<file path="src/tcdma_pkg.sv">
/*
  Constants for the two-channel DMA controller: register indices, field
  positions, reset values and state encoding.
  Assumes a 32-bit classic Wishbone slave port, byte address
  equal to four times the register index.
*/
package tcdma_pkg;
  localparam int NUM_CH = 2;
  localparam int MEM_AW = 20;
  localparam int REG_AW = 24;
  localparam int CNT_W = 16;
  localparam int IDX_W = 10;
  localparam int WB_AW = 12;

  // Register indices; byte address is index times four
  localparam logic [9:0] IDX_SRC0 = 10'h020;
  localparam logic [9:0] IDX_DST0 = 10'h024;
  localparam logic [9:0] IDX_CNT0 = 10'h028;
  localparam logic [9:0] IDX_CTL0 = 10'h02c;
  localparam logic [9:0] IDX_SRC1 = 10'h030;
  localparam logic [9:0] IDX_DST1 = 10'h034;
  localparam logic [9:0] IDX_CNT1 = 10'h038;
  localparam logic [9:0] IDX_CTL1 = 10'h03c;
  localparam logic [9:0] IDX_RSEL0 = 10'h3b8;
  localparam logic [9:0] IDX_RSEL1 = 10'h3ba;
  localparam logic [9:0] IDX_STAT = 10'h040;
  localparam logic [9:0] IDX_MASK = 10'h041;

  // Channel control fields
  localparam int CTL_EN = 0;
  localparam int CTL_SRC_STEP = 1;
  localparam int CTL_DST_STEP = 2;
  localparam logic [7:0] CTL_WR_MASK = 8'h07;

  // Request select fields
  localparam int RSEL_SRC_LSB = 0;
  localparam int RSEL_SRC_W = 4;
  localparam int RSEL_EXP = 6;
  localparam int RSEL_SW = 7;
  localparam logic [7:0] RSEL_WR_MASK = 8'h4f;

  // Reset values
  localparam logic [23:0] ADDR_RST = 24'h00_0000;
  localparam logic [15:0] CNT_RST = 16'h0000;
  localparam logic [15:0] CNT_UNDERFLOW = 16'hffff;
  localparam logic [7:0] BYTE_RST = 8'h00;
  localparam logic [31:0] WORD_ZERO = 32'h0000_0000;

  typedef enum logic [1:0] {
    ST_IDLE,
    ST_READ,
    ST_WRITE
  } tcdma_state_t;
endpackage : tcdma_pkg

</file>
<file path="src/tcdma_top.sv">
/*
  Two-channel DMA controller with classic Wishbone register slave and a
  simple byte-wide memory master port.
  Assumes all inputs synchronous to core_clk; memory answers with a
  one-cycle mem_ack per request; request lines are level or pulse inputs.
*/
// Our own choice: register access over Wishbone.
// Functional notes
// - There are two independent channels, 0 and 1, each with its own source, destination, count, control and request-select registers.
// - Each channel moves any address to fixed, fixed to any address, or fixed to fixed, inside a 1-Mbyte space.
// - A started channel performs its loaded count plus one transfers.
// - A channel raises its interrupt request when its counter underflows after the final transfer.
// - Bits 0 to 3 of the request-select register choose which request source triggers each transfer.
// - Bit 6 of the request-select register widens the set of sources the four-bit field can reach.
module tcdma_top #(
  parameter int REQ_LINES = 32
) (
  // Clock and reset
  input wire logic core_clk,
  input wire logic srst,
  // Wishbone slave
  input wire logic wb_cyc_i,
  input wire logic wb_stb_i,
  input wire logic wb_we_i,
  input wire logic [11:0] wb_adr_i,
  input wire logic [31:0] wb_dat_i,
  input wire logic [3:0] wb_sel_i,
  output logic [31:0] wb_dat_o,
  output logic wb_ack_o,
  // Peripheral request lines
  input wire logic [REQ_LINES-1:0] dma_req_lines,
  // Memory master
  output logic mem_req,
  output logic mem_we,
  output logic [19:0] mem_addr,
  output logic [7:0] mem_wdata,
  input wire logic [7:0] mem_rdata,
  input wire logic mem_ack,
  // Interrupt
  output logic irq
);

  // Register match on word index
  function automatic logic hit(input logic [11:0] adr, input logic [9:0] idx);
    hit = (adr[11:2] == idx);
  endfunction : hit

  // Byte-lane merge of a write into an old word
  function automatic logic [31:0] lane_merge(input logic [31:0] old_w, input logic [31:0] new_w,
                                            input logic [3:0] sel);
    logic [31:0] r;
    r = old_w;
    for (int b = 0; b < 4; b++)
    begin
      if (sel[b])
      begin
        r[8*b +: 8] = new_w[8*b +: 8];
      end
    end
    lane_merge = r;
  endfunction : lane_merge

  function automatic logic [9:0] idx_src(input int c);
    idx_src = (c == 0) ? tcdma_pkg::IDX_SRC0 : tcdma_pkg::IDX_SRC1;
  endfunction : idx_src

  function automatic logic [9:0] idx_dst(input int c);
    idx_dst = (c == 0) ? tcdma_pkg::IDX_DST0 : tcdma_pkg::IDX_DST1;
  endfunction : idx_dst

  function automatic logic [9:0] idx_cnt(input int c);
    idx_cnt = (c == 0) ? tcdma_pkg::IDX_CNT0 : tcdma_pkg::IDX_CNT1;
  endfunction : idx_cnt

  function automatic logic [9:0] idx_ctl(input int c);
    idx_ctl = (c == 0) ? tcdma_pkg::IDX_CTL0 : tcdma_pkg::IDX_CTL1;
  endfunction : idx_ctl

  function automatic logic [9:0] idx_rsel(input int c);
    idx_rsel = (c == 0) ? tcdma_pkg::IDX_RSEL0 : tcdma_pkg::IDX_RSEL1;
  endfunction : idx_rsel

  logic [23:0] src_addr [tcdma_pkg::NUM_CH];
  logic [23:0] dst_addr [tcdma_pkg::NUM_CH];
  logic [15:0] xfer_cnt [tcdma_pkg::NUM_CH];
  logic [7:0] ctl [tcdma_pkg::NUM_CH];
  logic [7:0] rsel [tcdma_pkg::NUM_CH];
  logic [tcdma_pkg::NUM_CH-1:0] pend;
  logic [tcdma_pkg::NUM_CH-1:0] status;
  logic [tcdma_pkg::NUM_CH-1:0] mask;
  logic [tcdma_pkg::NUM_CH-1:0] xfer_done;
  logic [tcdma_pkg::NUM_CH-1:0] grant;
  logic [tcdma_pkg::NUM_CH-1:0] underflow;
  tcdma_pkg::tcdma_state_t state;
  logic act_ch;
  logic bus_go;
  logic bus_wr;
  logic [31:0] next_rdata;

  assign bus_go = wb_cyc_i & wb_stb_i & ~wb_ack_o;
  assign bus_wr = bus_go & wb_we_i;

  // Per-channel registers and request capture
  for (genvar c = 0; c < tcdma_pkg::NUM_CH; c++)
  begin : g_ch
    logic [4:0] src_sel;
    logic hw_req;
    logic sw_req;
    logic [31:0] wr_src;
    logic [31:0] wr_dst;
    logic [31:0] wr_cnt;
    logic [31:0] wr_ctl;
    logic [31:0] wr_rsel;

    assign wr_src = lane_merge({8'h00, src_addr[c]}, wb_dat_i, wb_sel_i);
    assign wr_dst = lane_merge({8'h00, dst_addr[c]}, wb_dat_i, wb_sel_i);
    assign wr_cnt = lane_merge({16'h0000, xfer_cnt[c]}, wb_dat_i, wb_sel_i);
    assign wr_ctl = lane_merge({24'h00_0000, ctl[c]}, wb_dat_i, wb_sel_i);
    assign wr_rsel = lane_merge({24'h00_0000, rsel[c]}, wb_dat_i, wb_sel_i);
    // Four-bit source field extended by the expansion bit
    assign src_sel = {rsel[c][tcdma_pkg::RSEL_EXP],
                      rsel[c][tcdma_pkg::RSEL_SRC_LSB +: tcdma_pkg::RSEL_SRC_W]};
    assign hw_req = (32'(src_sel) < REQ_LINES) ? dma_req_lines[src_sel] : 1'b0;
    assign sw_req = bus_wr & hit(wb_adr_i, idx_rsel(c)) & wb_sel_i[0]
                    & wb_dat_i[tcdma_pkg::RSEL_SW];
    assign underflow[c] = xfer_done[c] & (xfer_cnt[c] == tcdma_pkg::CNT_RST);

    // Source address: steps only when source is the variable side
    always_ff @(posedge core_clk)
    begin
      if (srst)
      begin
        src_addr[c] <= tcdma_pkg::ADDR_RST;
      end
      else if (bus_wr && hit(wb_adr_i, idx_src(c)))
      begin
        src_addr[c] <= wr_src[23:0];
      end
      else if (xfer_done[c] && ctl[c][tcdma_pkg::CTL_SRC_STEP])
      begin
        src_addr[c] <= src_addr[c] + 24'h00_0001;
      end
    end

    // Destination address: steps only when it is the variable side
    always_ff @(posedge core_clk)
    begin
      if (srst)
      begin
        dst_addr[c] <= tcdma_pkg::ADDR_RST;
      end
      else if (bus_wr && hit(wb_adr_i, idx_dst(c)))
      begin
        dst_addr[c] <= wr_dst[23:0];
      end
      else if (xfer_done[c] && ctl[c][tcdma_pkg::CTL_DST_STEP]
               && !ctl[c][tcdma_pkg::CTL_SRC_STEP])
      begin
        dst_addr[c] <= dst_addr[c] + 24'h00_0001;
      end
    end

    // Transfer counter: loaded value plus one transfers, then underflow
    always_ff @(posedge core_clk)
    begin
      if (srst)
      begin
        xfer_cnt[c] <= tcdma_pkg::CNT_RST;
      end
      else if (bus_wr && hit(wb_adr_i, idx_cnt(c)))
      begin
        xfer_cnt[c] <= wr_cnt[15:0];
      end
      else if (xfer_done[c])
      begin
        xfer_cnt[c] <= xfer_cnt[c] - 16'h0001;
      end
    end

    // Control: enable drops on underflow
    always_ff @(posedge core_clk)
    begin
      if (srst)
      begin
        ctl[c] <= tcdma_pkg::BYTE_RST;
      end
      else if (bus_wr && hit(wb_adr_i, idx_ctl(c)))
      begin
        ctl[c] <= wr_ctl[7:0] & tcdma_pkg::CTL_WR_MASK;
      end
      else if (underflow[c])
      begin
        ctl[c][tcdma_pkg::CTL_EN] <= 1'b0;
      end
    end

    // Request select: bits 4, 5 and 7 are not stored
    always_ff @(posedge core_clk)
    begin
      if (srst)
      begin
        rsel[c] <= tcdma_pkg::BYTE_RST;
      end
      else if (bus_wr && hit(wb_adr_i, idx_rsel(c)))
      begin
        rsel[c] <= wr_rsel[7:0] & tcdma_pkg::RSEL_WR_MASK;
      end
    end

    // Pending request: a new request wins over the grant; the last transfer clears it
    always_ff @(posedge core_clk)
    begin
      if (srst || !ctl[c][tcdma_pkg::CTL_EN] || underflow[c])
      begin
        pend[c] <= 1'b0;
      end
      else if (hw_req || sw_req)
      begin
        pend[c] <= 1'b1;
      end
      else if (grant[c])
      begin
        pend[c] <= 1'b0;
      end
    end
  end : g_ch

  // Fixed priority: channel 0 first
  assign grant[0] = (state == tcdma_pkg::ST_IDLE) & pend[0];
  assign grant[1] = (state == tcdma_pkg::ST_IDLE) & pend[1] & ~pend[0];
  assign xfer_done[0] = (state == tcdma_pkg::ST_WRITE) & mem_ack & ~act_ch;
  assign xfer_done[1] = (state == tcdma_pkg::ST_WRITE) & mem_ack & act_ch;

  // Transfer engine: one byte read from source, then written to destination
  always_ff @(posedge core_clk)
  begin
    if (srst)
    begin
      state <= tcdma_pkg::ST_IDLE;
      act_ch <= 1'b0;
      mem_req <= 1'b0;
      mem_we <= 1'b0;
      mem_addr <= 20'h0_0000;
      mem_wdata <= tcdma_pkg::BYTE_RST;
    end
    else
    begin
      case (state)
        tcdma_pkg::ST_IDLE:
        begin
          if (|grant)
          begin
            act_ch <= grant[1];
            mem_req <= 1'b1;
            mem_we <= 1'b0;
            mem_addr <= src_addr[grant[1]][19:0];
            state <= tcdma_pkg::ST_READ;
          end
        end
        tcdma_pkg::ST_READ:
        begin
          if (mem_ack)
          begin
            mem_we <= 1'b1;
            mem_addr <= dst_addr[act_ch][19:0];
            mem_wdata <= mem_rdata;
            state <= tcdma_pkg::ST_WRITE;
          end
        end
        tcdma_pkg::ST_WRITE:
        begin
          if (mem_ack)
          begin
            mem_req <= 1'b0;
            mem_we <= 1'b0;
            state <= tcdma_pkg::ST_IDLE;
          end
        end
        default:
        begin
          mem_req <= 1'b0;
          mem_we <= 1'b0;
          state <= tcdma_pkg::ST_IDLE;
        end
      endcase
    end
  end

  // Interrupt status: set wins over the clearing read
  always_ff @(posedge core_clk)
  begin
    if (srst)
    begin
      status <= '0;
    end
    else
    begin
      for (int c = 0; c < tcdma_pkg::NUM_CH; c++)
      begin
        if (underflow[c])
        begin
          status[c] <= 1'b1;
        end
        else if (bus_go && !wb_we_i && hit(wb_adr_i, tcdma_pkg::IDX_STAT))
        begin
          status[c] <= 1'b0;
        end
      end
    end
  end

  always_ff @(posedge core_clk)
  begin
    if (srst)
    begin
      mask <= '0;
    end
    else if (bus_wr && hit(wb_adr_i, tcdma_pkg::IDX_MASK) && wb_sel_i[0])
    begin
      mask <= wb_dat_i[tcdma_pkg::NUM_CH-1:0];
    end
  end

  always_ff @(posedge core_clk)
  begin
    if (srst)
    begin
      irq <= 1'b0;
    end
    else
    begin
      irq <= |(status & mask);
    end
  end

  // Read multiplexer; unmapped addresses read zero
  always_comb
  begin
    next_rdata = tcdma_pkg::WORD_ZERO;
    for (int c = 0; c < tcdma_pkg::NUM_CH; c++)
    begin
      if (hit(wb_adr_i, idx_src(c)))
      begin
        next_rdata = {8'h00, src_addr[c]};
      end
      if (hit(wb_adr_i, idx_dst(c)))
      begin
        next_rdata = {8'h00, dst_addr[c]};
      end
      if (hit(wb_adr_i, idx_cnt(c)))
      begin
        next_rdata = {16'h0000, xfer_cnt[c]};
      end
      if (hit(wb_adr_i, idx_ctl(c)))
      begin
        next_rdata = {24'h00_0000, ctl[c]};
      end
      if (hit(wb_adr_i, idx_rsel(c)))
      begin
        next_rdata = {24'h00_0000, rsel[c]};
      end
    end
    if (hit(wb_adr_i, tcdma_pkg::IDX_STAT))
    begin
      next_rdata = {30'h0000_0000, status};
    end
    if (hit(wb_adr_i, tcdma_pkg::IDX_MASK))
    begin
      next_rdata = {30'h0000_0000, mask};
    end
  end

  // Wishbone answer: ack one cycle after the strobe, every address acked
  always_ff @(posedge core_clk)
  begin
    if (srst)
    begin
      wb_ack_o <= 1'b0;
      wb_dat_o <= tcdma_pkg::WORD_ZERO;
    end
    else
    begin
      wb_ack_o <= bus_go;
      if (bus_go && !wb_we_i)
      begin
        wb_dat_o <= next_rdata;
      end
    end
  end

endmodule : tcdma_top

</file>
<file path="config.mk">
export PLATFORM = sky130hd
export DESIGN_NAME = tcdma_top
export DESIGN_NICKNAME = d
export VERILOG_FILES = /design/src/tcdma_pkg.sv /design/src/tcdma_top.sv
export SDC_FILE = /design/constraint.sdc
export NUM_CORES = 1
export LEC_CHECK = 0
export BUFFER_PORTS_ARGS = -buffer_cell sky130_fd_sc_hd__buf_2
export CAP_MARGIN = 15
export CORE_MARGIN = 2
export CORE_UTILIZATION = 55
export CTS_BUF_LIST = sky130_fd_sc_hd__clkbuf_8 sky130_fd_sc_hd__clkbuf_16
export DETAILED_ROUTE_END_ITERATION = 10
export PLACE_DENSITY = 0.81
export RECOVER_POWER = 25
export SYNTH_ARGS = -nofsm -noshare
export SYNTH_HDL_FRONTEND = slang
export SYNTH_SLANG_ARGS = --single-unit
</file>
<file path="constraint.sdc">
create_clock -name core_clk -period 6.33 [get_ports core_clk]
set_input_delay 0.9495 -clock core_clk [delete_from_list [all_inputs] [get_ports core_clk]]
set_output_delay 0.9495 -clock core_clk [all_outputs]
set_load 0.1 [all_outputs]
</file>
Yosys cells after proc, flatten, opt, wreduce, memory -nomap -nowiden:

Memories as Yosys holds them, arrays and structs flattened. A register that Yosys moved wholly into a read port is not among the register bits.
Cells that the tools add are included.

* reduce and logical (&&, ||, !) cells: 46
* bitwise operators: 40
* order comparisons: 2
* $add $sub $neg: 6
* multiplexer cells: 140
* equal/unequal tests: 17

Operators by type and width (count)
* 32-bit 2-to-1 mux: 11
* 24-bit 2-to-1 mux: 9
* 8-bit 2-to-1 mux: 16
* 24-bit by 1-bit adder with 24-bit output (second input constant): 4
* 1-bit 2-to-1 mux: 81
* 10-bit by 6-bit == test with 1-bit output (second input constant): 8
* 16-bit 2-to-1 mux: 4
* 20-bit 2-to-1 mux: 2
* 20-bit case mux with 2 select lines: 1
* 16-bit logical NOT: 2
* 16-bit by 1-bit subtractor with 16-bit output (second input constant): 2
* 10-bit == test (second input constant): 2
* 10-bit by 7-bit == test with 1-bit output (second input constant): 2
* 1-bit logical AND: 20
* 1-bit OR: 18
* 1-bit AND: 17
* 7-bit 2-to-1 mux: 2
* 5-bit by 6-bit less-than comparator with 1-bit output (second input constant): 2
* 3-bit 2-to-1 mux: 4
* 1-bit binary-select mux with 5-bit select: 2
* 5-bit 2-to-1 mux: 2
* 2-bit nonzero test: 5
* 3-bit AND reduction: 3
* 1-bit logical OR: 6
* other kinds (13): 26

* RAM bits: 144
* memories: 5
* logic and storage cells: 270
* output and inout port bits: 64
* input bits: 94
* register bits after elaboration: 73

Memory list
* dst_addr: depth 2, width 24, rd ports 3, clocked after memory_dff 1, wr ports 2, RTL line tcdma_top.sv:84 `logic [23:0] dst_addr [tcdma_pkg::NUM_CH];`
* src_addr: depth 2, width 24, rd ports 3, clocked after memory_dff 0, wr ports 2, RTL line tcdma_top.sv:83 `logic [23:0] src_addr [tcdma_pkg::NUM_CH];`
* xfer_cnt: depth 2, width 16, rd ports 2, clocked after memory_dff 0, wr ports 2, RTL line tcdma_top.sv:85 `logic [15:0] xfer_cnt [tcdma_pkg::NUM_CH];`
* rsel: depth 2, width 5, rd ports 2, clocked after memory_dff 0, wr ports 2, RTL line tcdma_top.sv:87 `logic [7:0] rsel [tcdma_pkg::NUM_CH];`
* ctl: depth 2, width 3, rd ports 2, clocked after memory_dff 0, wr ports 2, RTL line tcdma_top.sv:86 `logic [7:0] ctl [tcdma_pkg::NUM_CH];`

Logic depth before layout (Yosys ltp):

Gate-level depths: netlist (run 1).

* word-level depth: 13
* gate-level depth with buffers: 8
* gate-level depth less buffers: 7

Worst setup path after synthesis (run 1):

Ideal clock, no wire load.

* kind: input to register
* from: in wb_adr_i[11]
* to: mem src_addr[1][10], enable pin
* setup time: 375 ps
* data required time: 5955 ps
* arrival time: 2657 ps
* setup slack: 3298 ps
* stages: 6
* buffers on the path: 2
* cell sequence: nor3_2 nand4_1 a21o_1 clkbuf_1 clkbuf_1 o21bai_1

RTL lines
* start: declaration: RTL line tcdma_top.sv:25 `input wire logic [11:0] wb_adr_i,`
* end: declaration: RTL line tcdma_top.sv:83

==> reports/metrics.csv, run 1 <==
metric,value,unit
Worst-path clk slew,0.06,ns
total via count after detailed routing,13000,
area of the core region,0.0242,mm²
gate count after technology mapping,1518,
share of synthesized area occupied by flip-flops and latches,41.6,%
via density per instance,6.72,
Required @ worst endpoint,6.57,ns
num ports,158,
TritonCTS clock tree,yes,
overflow left after global routing,0,
launching instance or port of the critical path,wb_adr_i[5],
count of filler cells inserted in the layout,2151,
final critical path time including I/O delays and setup,4.62,ns
critical path launch point type,input port,
number of buffers between clock root and the deepest sink,3,
starting DRC count in detailed routing,2042,
initial core utilization,55.8,%
final number of max-transition violations,83,
area overhead of the layout relative to synthesis,11.1,%
final worst clock skew,0.0126,ns
Critical Path Sink Type,flop,
Clock Sinks,209,
number of warning messages in the yosys log,0,
"Cell Count, Final, Fillers Out",1938,
FP Rows,57,
final weighted congestion in routability-driven placement,0.991,
floorplan die area,0.0259,mm²
primary flip-flop cell chosen by synthesis mapping,sky130_fd_sc_hd__edfxtp_1,
"top cells by area, synth","sky130_fd_sc_hd__edfxtp_1, sky130_fd_sc_hd__dfxtp_1, sky130_fd_sc_hd__nand2_1",
IO buf count,138,
top cell type by total area after synthesis,sky130_fd_sc_hd__edfxtp_1,
R2R Path End,src_addr[1][18],
"EDFF count, synth",144,
highest-count cells in the layout ignoring fill and taps,"sky130_fd_sc_hd__nand2_1, sky130_fd_sc_hd__edfxtp_1, sky130_fd_sc_hd__o21ai_0",
largest fanout on the critical path,40,
Clock Root Buffer,sky130_fd_sc_hd__clkbuf_16,
type of the most critical hold path,reg2reg,
source-to-sink clock delay at the later pin of the worst-skew pair,0.52,ns
Maximum Capacitance Violations,2,
final worst hold slack,0.453,ns
Chip Height,161,µm
global-route wire length before repair,71300,µm
total power density per cell area,234,mW/mm²
share of layout cells above drive strength 1,11.0,%
startpoint of the most critical register-to-register path,wb_ack_o,
achievable clock frequency,217,MHz
worst reg2reg setup slack,2.75,ns
Max rail drop VDD,0.000191,V
flip-flop and latch count after synthesis,209,
"leading cell type in the layout, fill and taps excluded",sky130_fd_sc_hd__nand2_1,
number of nets in the layout,1696,
endpoint arrival time on the critical path,4.85,ns
die extent in x,161,µm
R2R cell count,5,
maximum number of pins on one net before global-route repair,42,
Worst Hold Depth,2,
DP Wirelength,33900,µm
count of inserted antenna diode cells,0,
setup TNS,0,ns
# hold bufs at CTS,0,
number of H-tree levels,1,
routed len/inst,24.5,µm
Mapped Area,0.0135,mm²
final design instance area without fill,0.0150,mm²
Post-synth ARST share,0,%
DRC Markers,0,
clock buffer count from CTS,24,
post-CTS sizing,0,
end point of the most critical hold path,mem_addr[7],
sum of routed wire length over all layers,47400,µm
post-route ant nets,0,
period utilisation layout,73.0,%
Detailed Routing Iterations Pass 1,7,
violations in the final reports,"max-capacitance violations, max-slew violations",
number of failing setup endpoints in the final timing report,0,
final hold violations,0,
RSZ-0062 raised after global routing,no,
hold_sp,mem_addr[7],
mean instance size in the synthesized netlist,8.91,µm²
status,"finished, violations left",
initial antenna violation count,0,
transition at the pin with the smallest max-transition slack,2.15,ns
Leak,5.04,nW
critical path type,in2reg,
slew margin rel.,-43.4,%
fraction of post-synthesis cell area in the top cell type by area,32.0,%
unique cell type count in the Yosys netlist,81,
gr usage total,35.8,%
post-place instance area,0.0143,mm²
number of global-route vias before repair,12100,
post-CTS setup repair buffer count,0,
Util after Layout,62.0,%
cell count after placement,1894,
[layer usage]
metal	global-route usage [%]	share of wire, %
met3	7.59	13
met4	17.2	5.7
met2	54.7	44
met5	0	0
met1	48.8	38
[state kept, by name (all words and copies together), names as in the netlist, named ones only]
name	count
dst_addr	48
src_addr	48
xfer_cnt	32
wb_dat_o	24
mem_addr	20
rsel	10
mem_wdata	8
ctl	6
mask	2
pend	2
status	2
act_ch	1
irq	1
mem_req	1
mem_we	1
state	1
wb_ack_o	1
[area by class of cell]
cell class,count,area [µm²],share of cell area [%]
repair buffers,154,732,4.87
inverters,24,90.1,0.600
well taps,324,405,2.70
multi-input cells,1183,7330,48.8
flip-flops and latches,209,5630,37.4
clock inverters,14,120,0.800
clock buffers,30,717,4.77
[per-stage QoR]
step                total power, mW  worst slack (ns)
floorplan                      1.91              3.30
global placement               2.05              1.94
detailed placement             2.06              1.89
CTS                            3.50              2.44
global route                   3.58              1.61
finish                         3.51              1.71
[synthesized netlist by cell type (all sizes together), types with 39 or more instances]
cell type	instances
a211oi	42
a21oi	61
buf	39
clkbuf	70
dfxtp	65
edfxtp	144
nand2	248
nand3	46
nor2	115
nor3	52
o21ai	142
xnor2	72
xor2	40
[where the power goes]
group / total, mW / switching (mW) / internal [mW] / leakage, nW
registers: 1.58 / 0.0758 / 1.51 / 2.01
logic: 0.461 / 0.337 / 0.124 / 2.60
clock network: 1.47 / 0.585 / 0.881 / 0.425
total: 3.51 / 0.997 / 2.51 / 5.04
[how the worst max path moves through the flow]
| stage | endpoint | slack, ns | depth (start not counted) |
|---|---|---|---|
| floorplan | src_addr[1][10] | 3.30 | 6 |
| global placement | src_addr[1][4] | 1.94 | 6 |
| detailed placement | src_addr[1][1] | 1.89 | 6 |
| CTS | src_addr[1][1] | 2.44 | 6 |
| global route | xfer_cnt[1][13] | 1.61 | 6 |
| finish | src_addr[1][20] | 1.71 | 6 |
[cells by family (layout without fill, tap and decap cells)]
group / count (synthesis) / in the layout / synth area share, %
buffers and inverters: 133 / 222 / 4.41
DFF: 209 / 209 / 41.6
other: 1 / 8 / 0.0277
adders and majority gates: 6 / 6 / 0.555
muxes: 38 / 38 / 4.42
AOI/OAI and AO/OA: 380 / 380 / 18.3
and+or+nand+nor: 639 / 639 / 23.4
xor gates and xnor gates: 112 / 112 / 7.25
[worst max-delay path, stage by stage]
cell and delay [ns]:
sky130_fd_sc_hd__clkbuf_1 1.46, sky130_fd_sc_hd__nor4_2 0.11, sky130_fd_sc_hd__nand4_1 0.80, sky130_fd_sc_hd__nand3_1 0.95
sky130_fd_sc_hd__a211oi_1 0.46, sky130_fd_sc_hd__nor4_1 0.09
Note: power is estimated with default switching activity, not from simulation.
==> run 2: changes to the inputs <==
Clock period 6.33 ns to 4.55 ns, I/O delays scaled along.
==> run 2 against run 1 <==
  * Clock power is 33% higher
  * Design area is 0.42% higher
  * Sequential share of layout area is 0.16 points lower
  * Largest power group unchanged
  * Critical endpoint is now wb_dat_o[18]
  * Critical path depth is 2 higher
  * Power is 37% higher
  * Count of clock-buffer cells in the layout stayed put
  * Utilization is 0.26 points higher
  * Sequential power is 39% higher
  * Combinational power is 41% higher
  * Clock skew is 0.00082 ns lower
  * Via count is 0.74% lower
  * Die area stayed put
  * The flow still finishes with violations (max-capacitance violations, max-slew violations)
==> reports/metrics.csv, run 2 (synthesized netlist as in run 1, its figures left out) <==
metric,value,unit
status,"finished, violations left",
violations in the final reports,"max-capacitance violations, max-slew violations",
critical path type,in2reg,
worst stage delay on the critical path,0.89,ns
"Cell Count, Final, Fillers Out",1947,
Critical Path Sink Type,flop,
crit-path leading delay family,buffers and inverters,
clock buffer count from CTS,24,
type of the most critical hold path,in2reg,
area of the core region,0.0242,mm²
largest registers ranked by flip-flop count,"dst_addr: 48 flops, src_addr: 48 flops, xfer_cnt: 32 flops",
share of layout cells above drive strength 1,11.8,%
overflow left after global routing,0,
Leak,5.07,nW
source-to-sink clock delay at the later pin of the worst-skew pair,0.53,ns
DP Wirelength,33700,µm
num ports,158,
gr usage total,35.3,%
Clock Sinks,209,
cell count after placement,1902,
number of failing setup endpoints in the final timing report,0,
Clock Root Buffer,sky130_fd_sc_hd__clkbuf_16,
TritonCTS clock tree,yes,
slew margin rel.,-14.4,%
Detailed Routing Iterations Pass 1,6,
post-route ant nets,0,
"slowest stage cell, crit path",sky130_fd_sc_hd__clkbuf_1,
routed len/inst,23.9,µm
maximum number of pins on one net before global-route repair,42,
Max rail drop VDD,0.000256,V
achievable clock frequency,286,MHz
Required @ worst endpoint,4.97,ns
number of H-tree levels,1,
initial core utilization,55.8,%
die extent in x,161,µm
number of global-route vias before repair,12100,
global-route wire length before repair,70700,µm
FP Rows,57,
RSZ-0062 raised after global routing,no,
post-CTS sizing,0,
floorplan die area,0.0259,mm²
Worst-path clk slew,0.06,ns
largest fanout on the critical path,28,
final worst clock skew,0.0118,ns
final weighted congestion in routability-driven placement,1.03,
setup TNS,0,ns
count of inserted antenna diode cells,0,
initial antenna violation count,0,
period utilisation layout,76.9,%
worst reg2reg setup slack,1.18,ns
"leading cell type in the layout, fill and taps excluded",sky130_fd_sc_hd__nand2_1,
highest-count cells in the layout ignoring fill and taps,"sky130_fd_sc_hd__nand2_1, sky130_fd_sc_hd__edfxtp_1, sky130_fd_sc_hd__o21ai_0",
count of buffer and inverter cells on the critical path,3,
final hold violations,0,
Maximum Capacitance Violations,1,
total power density per cell area,318,mW/mm²
worst path cell trace,buf_2 > clkbuf_1 > nor2b_1 > nand4_1 > buf_4 > and4_1 > nand2_1 > o31ai_1,
total via count after detailed routing,12900,
starting DRC count in detailed routing,2103,
via density per instance,6.63,
endpoint arrival time on the critical path,3.92,ns
critical path launch point type,input port,
DRC Markers,0,
area overhead of the layout relative to synthesis,11.6,%
sum of routed wire length over all layers,46600,µm
# hold bufs at CTS,0,
Chip Height,161,µm
IO buf count,138,
final number of max-transition violations,30,
number of buffers between clock root and the deepest sink,3,
final critical path time including I/O delays and setup,3.50,ns
post-CTS setup repair buffer count,0,
number of nets in the layout,1705,
transition at the pin with the smallest max-transition slack,1.72,ns
-- run 2: changes by cell type in the layout (fill, tap and decap cells not counted), sizes merged --
cell,before,now
clkbuf,89,88
clkinv,4,7
inv,30,31
buf,95,105
clkinvlp,2,0
bufinv,2,0
-- run 2: final timing paths --
path,startpoint,to,cells past startpoint
max,wb_adr_i[4],wb_dat_o[18],8
min reg2reg,mem_addr[8],mem_addr[8],2
max reg2reg,mem_we,src_addr[1][13],5
min,mem_rdata[5],mem_wdata[5],3
-- run 2: worst register-to-register path: cells and delay by family, from the launching register on --
family / cells / cell delay (ns)
and+or+nand+nor: 3 / 0.86
AOI/OAI and AO/OA: 2 / 1.55
DFF: 1 / 0.57
-- run 2: layout make-up --
class	instances	area, µm²
timing repair buffer	163	821
inverter	24	90.1
tap	324	405
clock buffer	30	728
clock inverter	14	80.1
multi-input combinational	1183	7340
sequential	209	5630
fill	2129	9160
-- run 2: where the power goes --
part | switching (mW) | internal [mW]
sequential | 0.101 | 2.10
combinational | 0.471 | 0.178
clock | 0.814 | 1.14
total | 1.39 | 3.42
-- run 2: through the flow --
stage          total power, mW  setup slack (ns)  hold WS [ns]  instance area, µm²  utilization (%)
6_report                  4.80              1.05         0.396               15100             62.2
5_1_grt                   4.91             0.934         0.428               15100             62.2
4_1_cts                   4.79              1.31         0.391               15100             62.4
3_5_place_dp              2.86             0.755         0.444               14300             59.1
3_3_place_gp              2.85             0.818         0.439               14300             59.1
2_1_floorplan             2.66              1.64         0.447               13500                -
-- run 2: metal layers --
metal | track usage, % | up-vias | wire length, µm
li1 | - | 5780 | -
met1 | 48.1 | 6092 | 17800
met2 | 55.6 | 893 | 20900
met3 | 7.31 | 153 | 5860
met4 | 14.0 | 0 | 2120
met5 | 0 | - | 0
==> run 3: changes to the inputs <==
Clock period 4.55 ns to 3.7 ns, I/O delays scaled along.
==> run 3 against run 2 <==
  * The run now ends clean
  * Register-to-register slack got worse by 0.67 ns
  * Hold slack lost 0.14 ns
  * Via count increased by 1.8%
  * Sequential share of layout area is 0.080 points lower
  * Critical endpoint is now dst_addr[1][0]
  * Largest cell class unchanged
  * Highest routed layer unchanged
==> reports/metrics.csv, run 3 (synthesized netlist as in run 1, its figures left out) <==
metric,value,unit
overflow left after global routing,0,
Chip Height,161,µm
routed len/inst,23.8,µm
Clock Root Buffer,sky130_fd_sc_hd__clkbuf_16,
post-CTS setup repair buffer count,0,
slew margin rel.,16.4,%
FP Rows,57,
starting DRC count in detailed routing,1854,
endpoint arrival time on the critical path,3.36,ns
transition at the pin with the smallest max-transition slack,1.26,ns
global-route wire length before repair,70600,µm
IO buf count,138,
achievable clock frequency,314,MHz
FF/Latch Area,0.00563,mm²
maximum number of pins on one net before global-route repair,48,
DRC Markers,0,
total via count after detailed routing,13200,
period utilisation layout,86.1,%
count of buffer and inverter cells on the critical path,0,
critical path launch point type,flop,
final weighted congestion in routability-driven placement,1.04,
Detailed Routing Iterations Pass 1,8,
Leak,5.13,nW
final number of max-transition violations,0,
gr usage total,35.3,%
sum of routed wire length over all layers,46700,µm
Worst-path clk slew,0.06,ns
area of the core region,0.0242,mm²
via density per instance,6.69,
number of nets in the layout,1723,
"leading cell type in the layout, fill and taps excluded",sky130_fd_sc_hd__nand2_1,
clock buffer count from CTS,24,
count of filler cells inserted in the layout,2132,
die extent in x,161,µm
status,"finished, final reports clean",
type of the most critical hold path,in2reg,
setup TNS,0,ns
area overhead of the layout relative to synthesis,11.8,%
number of buffers between clock root and the deepest sink,3,
largest fanout on the critical path,13,
Clock Sinks,209,
DP Wirelength,33900,µm
final hold violations,0,
post-route ant nets,0,
initial antenna violation count,0,
number of H-tree levels,1,
total power density per cell area,383,mW/mm²
final worst clock skew,0.0151,ns
largest registers ranked by flip-flop count,"dst_addr: 48 flops, src_addr: 48 flops, xfer_cnt: 32 flops",
area of the multi-input gates,0.00732,mm²
"slowest stage cell, crit path",sky130_fd_sc_hd__nor4b_1,
source-to-sink clock delay at the later pin of the worst-skew pair,0.53,ns
worst stage delay on the critical path,0.69,ns
highest-count cells in the layout ignoring fill and taps,"sky130_fd_sc_hd__nand2_1, sky130_fd_sc_hd__edfxtp_1, sky130_fd_sc_hd__o21ai_0",
Required @ worst endpoint,3.88,ns
Critical Path Sink Type,flop,
share of layout cells above drive strength 1,12.1,%
num ports,158,
post-CTS sizing,0,
post-route total power,5.79,mW
count of inserted antenna diode cells,0,
# hold bufs at CTS,0,
number of failing setup endpoints in the final timing report,0,
number of global-route vias before repair,12200,
Maximum Capacitance Violations,0,
initial core utilization,55.8,%
floorplan die area,0.0259,mm²
crit-path leading delay family,simple AND/OR/NAND/NOR gates,
RSZ-0062 raised after global routing,no,
Max rail drop VDD,0.000380,V
TritonCTS clock tree,yes,
final critical path time including I/O delays and setup,3.19,ns
critical path type,reg2reg,
worst path cell trace,nand4b_1 > nor4b_1 > o21bai_1 > o21ai_0 > nand2b_1,
==> run 3: layout make-up <==
type | instances | share of cell area [%]
multi-input combinational | 1183 | 48.4
tap | 324 | 2.68
clock inverter | 16 | 0.521
clock buffer | 28 | 4.41
timing repair buffer | 181 | 6.16
inverter | 24 | 0.596
sequential | 209 | 37.2
==> run 3: metal layers <==
metal	global-route usage, %	part of all wire, %
met3	8.19	12
met5	0	0
met1	46.8	38
met4	19.9	6.3
met2	53.6	44
==> run 3: final timing paths <==
| check | from | to | slack (ns) | cells past startpoint |
|---|---|---|---|---|
| setup reg to reg | mem_we | dst_addr[1][0] | 0.51 | 5 |
| hold reg to reg | wb_dat_o[16] | wb_dat_o[16] | 0.45 | 2 |
| setup / recovery | mem_we | dst_addr[1][0] | 0.51 | 5 |
| hold / removal | mem_rdata[1] | mem_wdata[1] | 0.26 | 3 |
==> run 3: worst min-delay path: stages <==
cell                      delay [ns]
sky130_fd_sc_hd__buf_2          0.08
sky130_fd_sc_hd__mux2i_1        0.05
sky130_fd_sc_hd__nor2_1         0.07
==> run 3: power by group <==
part / internal [mW] / switching (mW) / leakage, nW
combinational: 0.219 / 0.574 / 2.71
sequential: 2.58 / 0.130 / 2.01
clock: 1.28 / 1.00 / 0.404
total: 4.08 / 1.71 / 5.13
==> run 3: stage by stage <==
step | utilization, % | cell area (µm²) | worst slack, ns | hold WS, ns | instances
floorplan | - | 13500 | 0.791 | 0.447 | 1525
global placement | 59.7 | 14500 | 0.642 | 0.437 | 1921
detailed placement | 59.7 | 14500 | 0.568 | 0.437 | 1921
CTS | 62.8 | 15200 | 0.689 | 0.258 | 1965
global route | 62.3 | 15100 | 0.324 | 0.266 | 1965
finish | 62.3 | 15100 | 0.515 | 0.261 | 1965
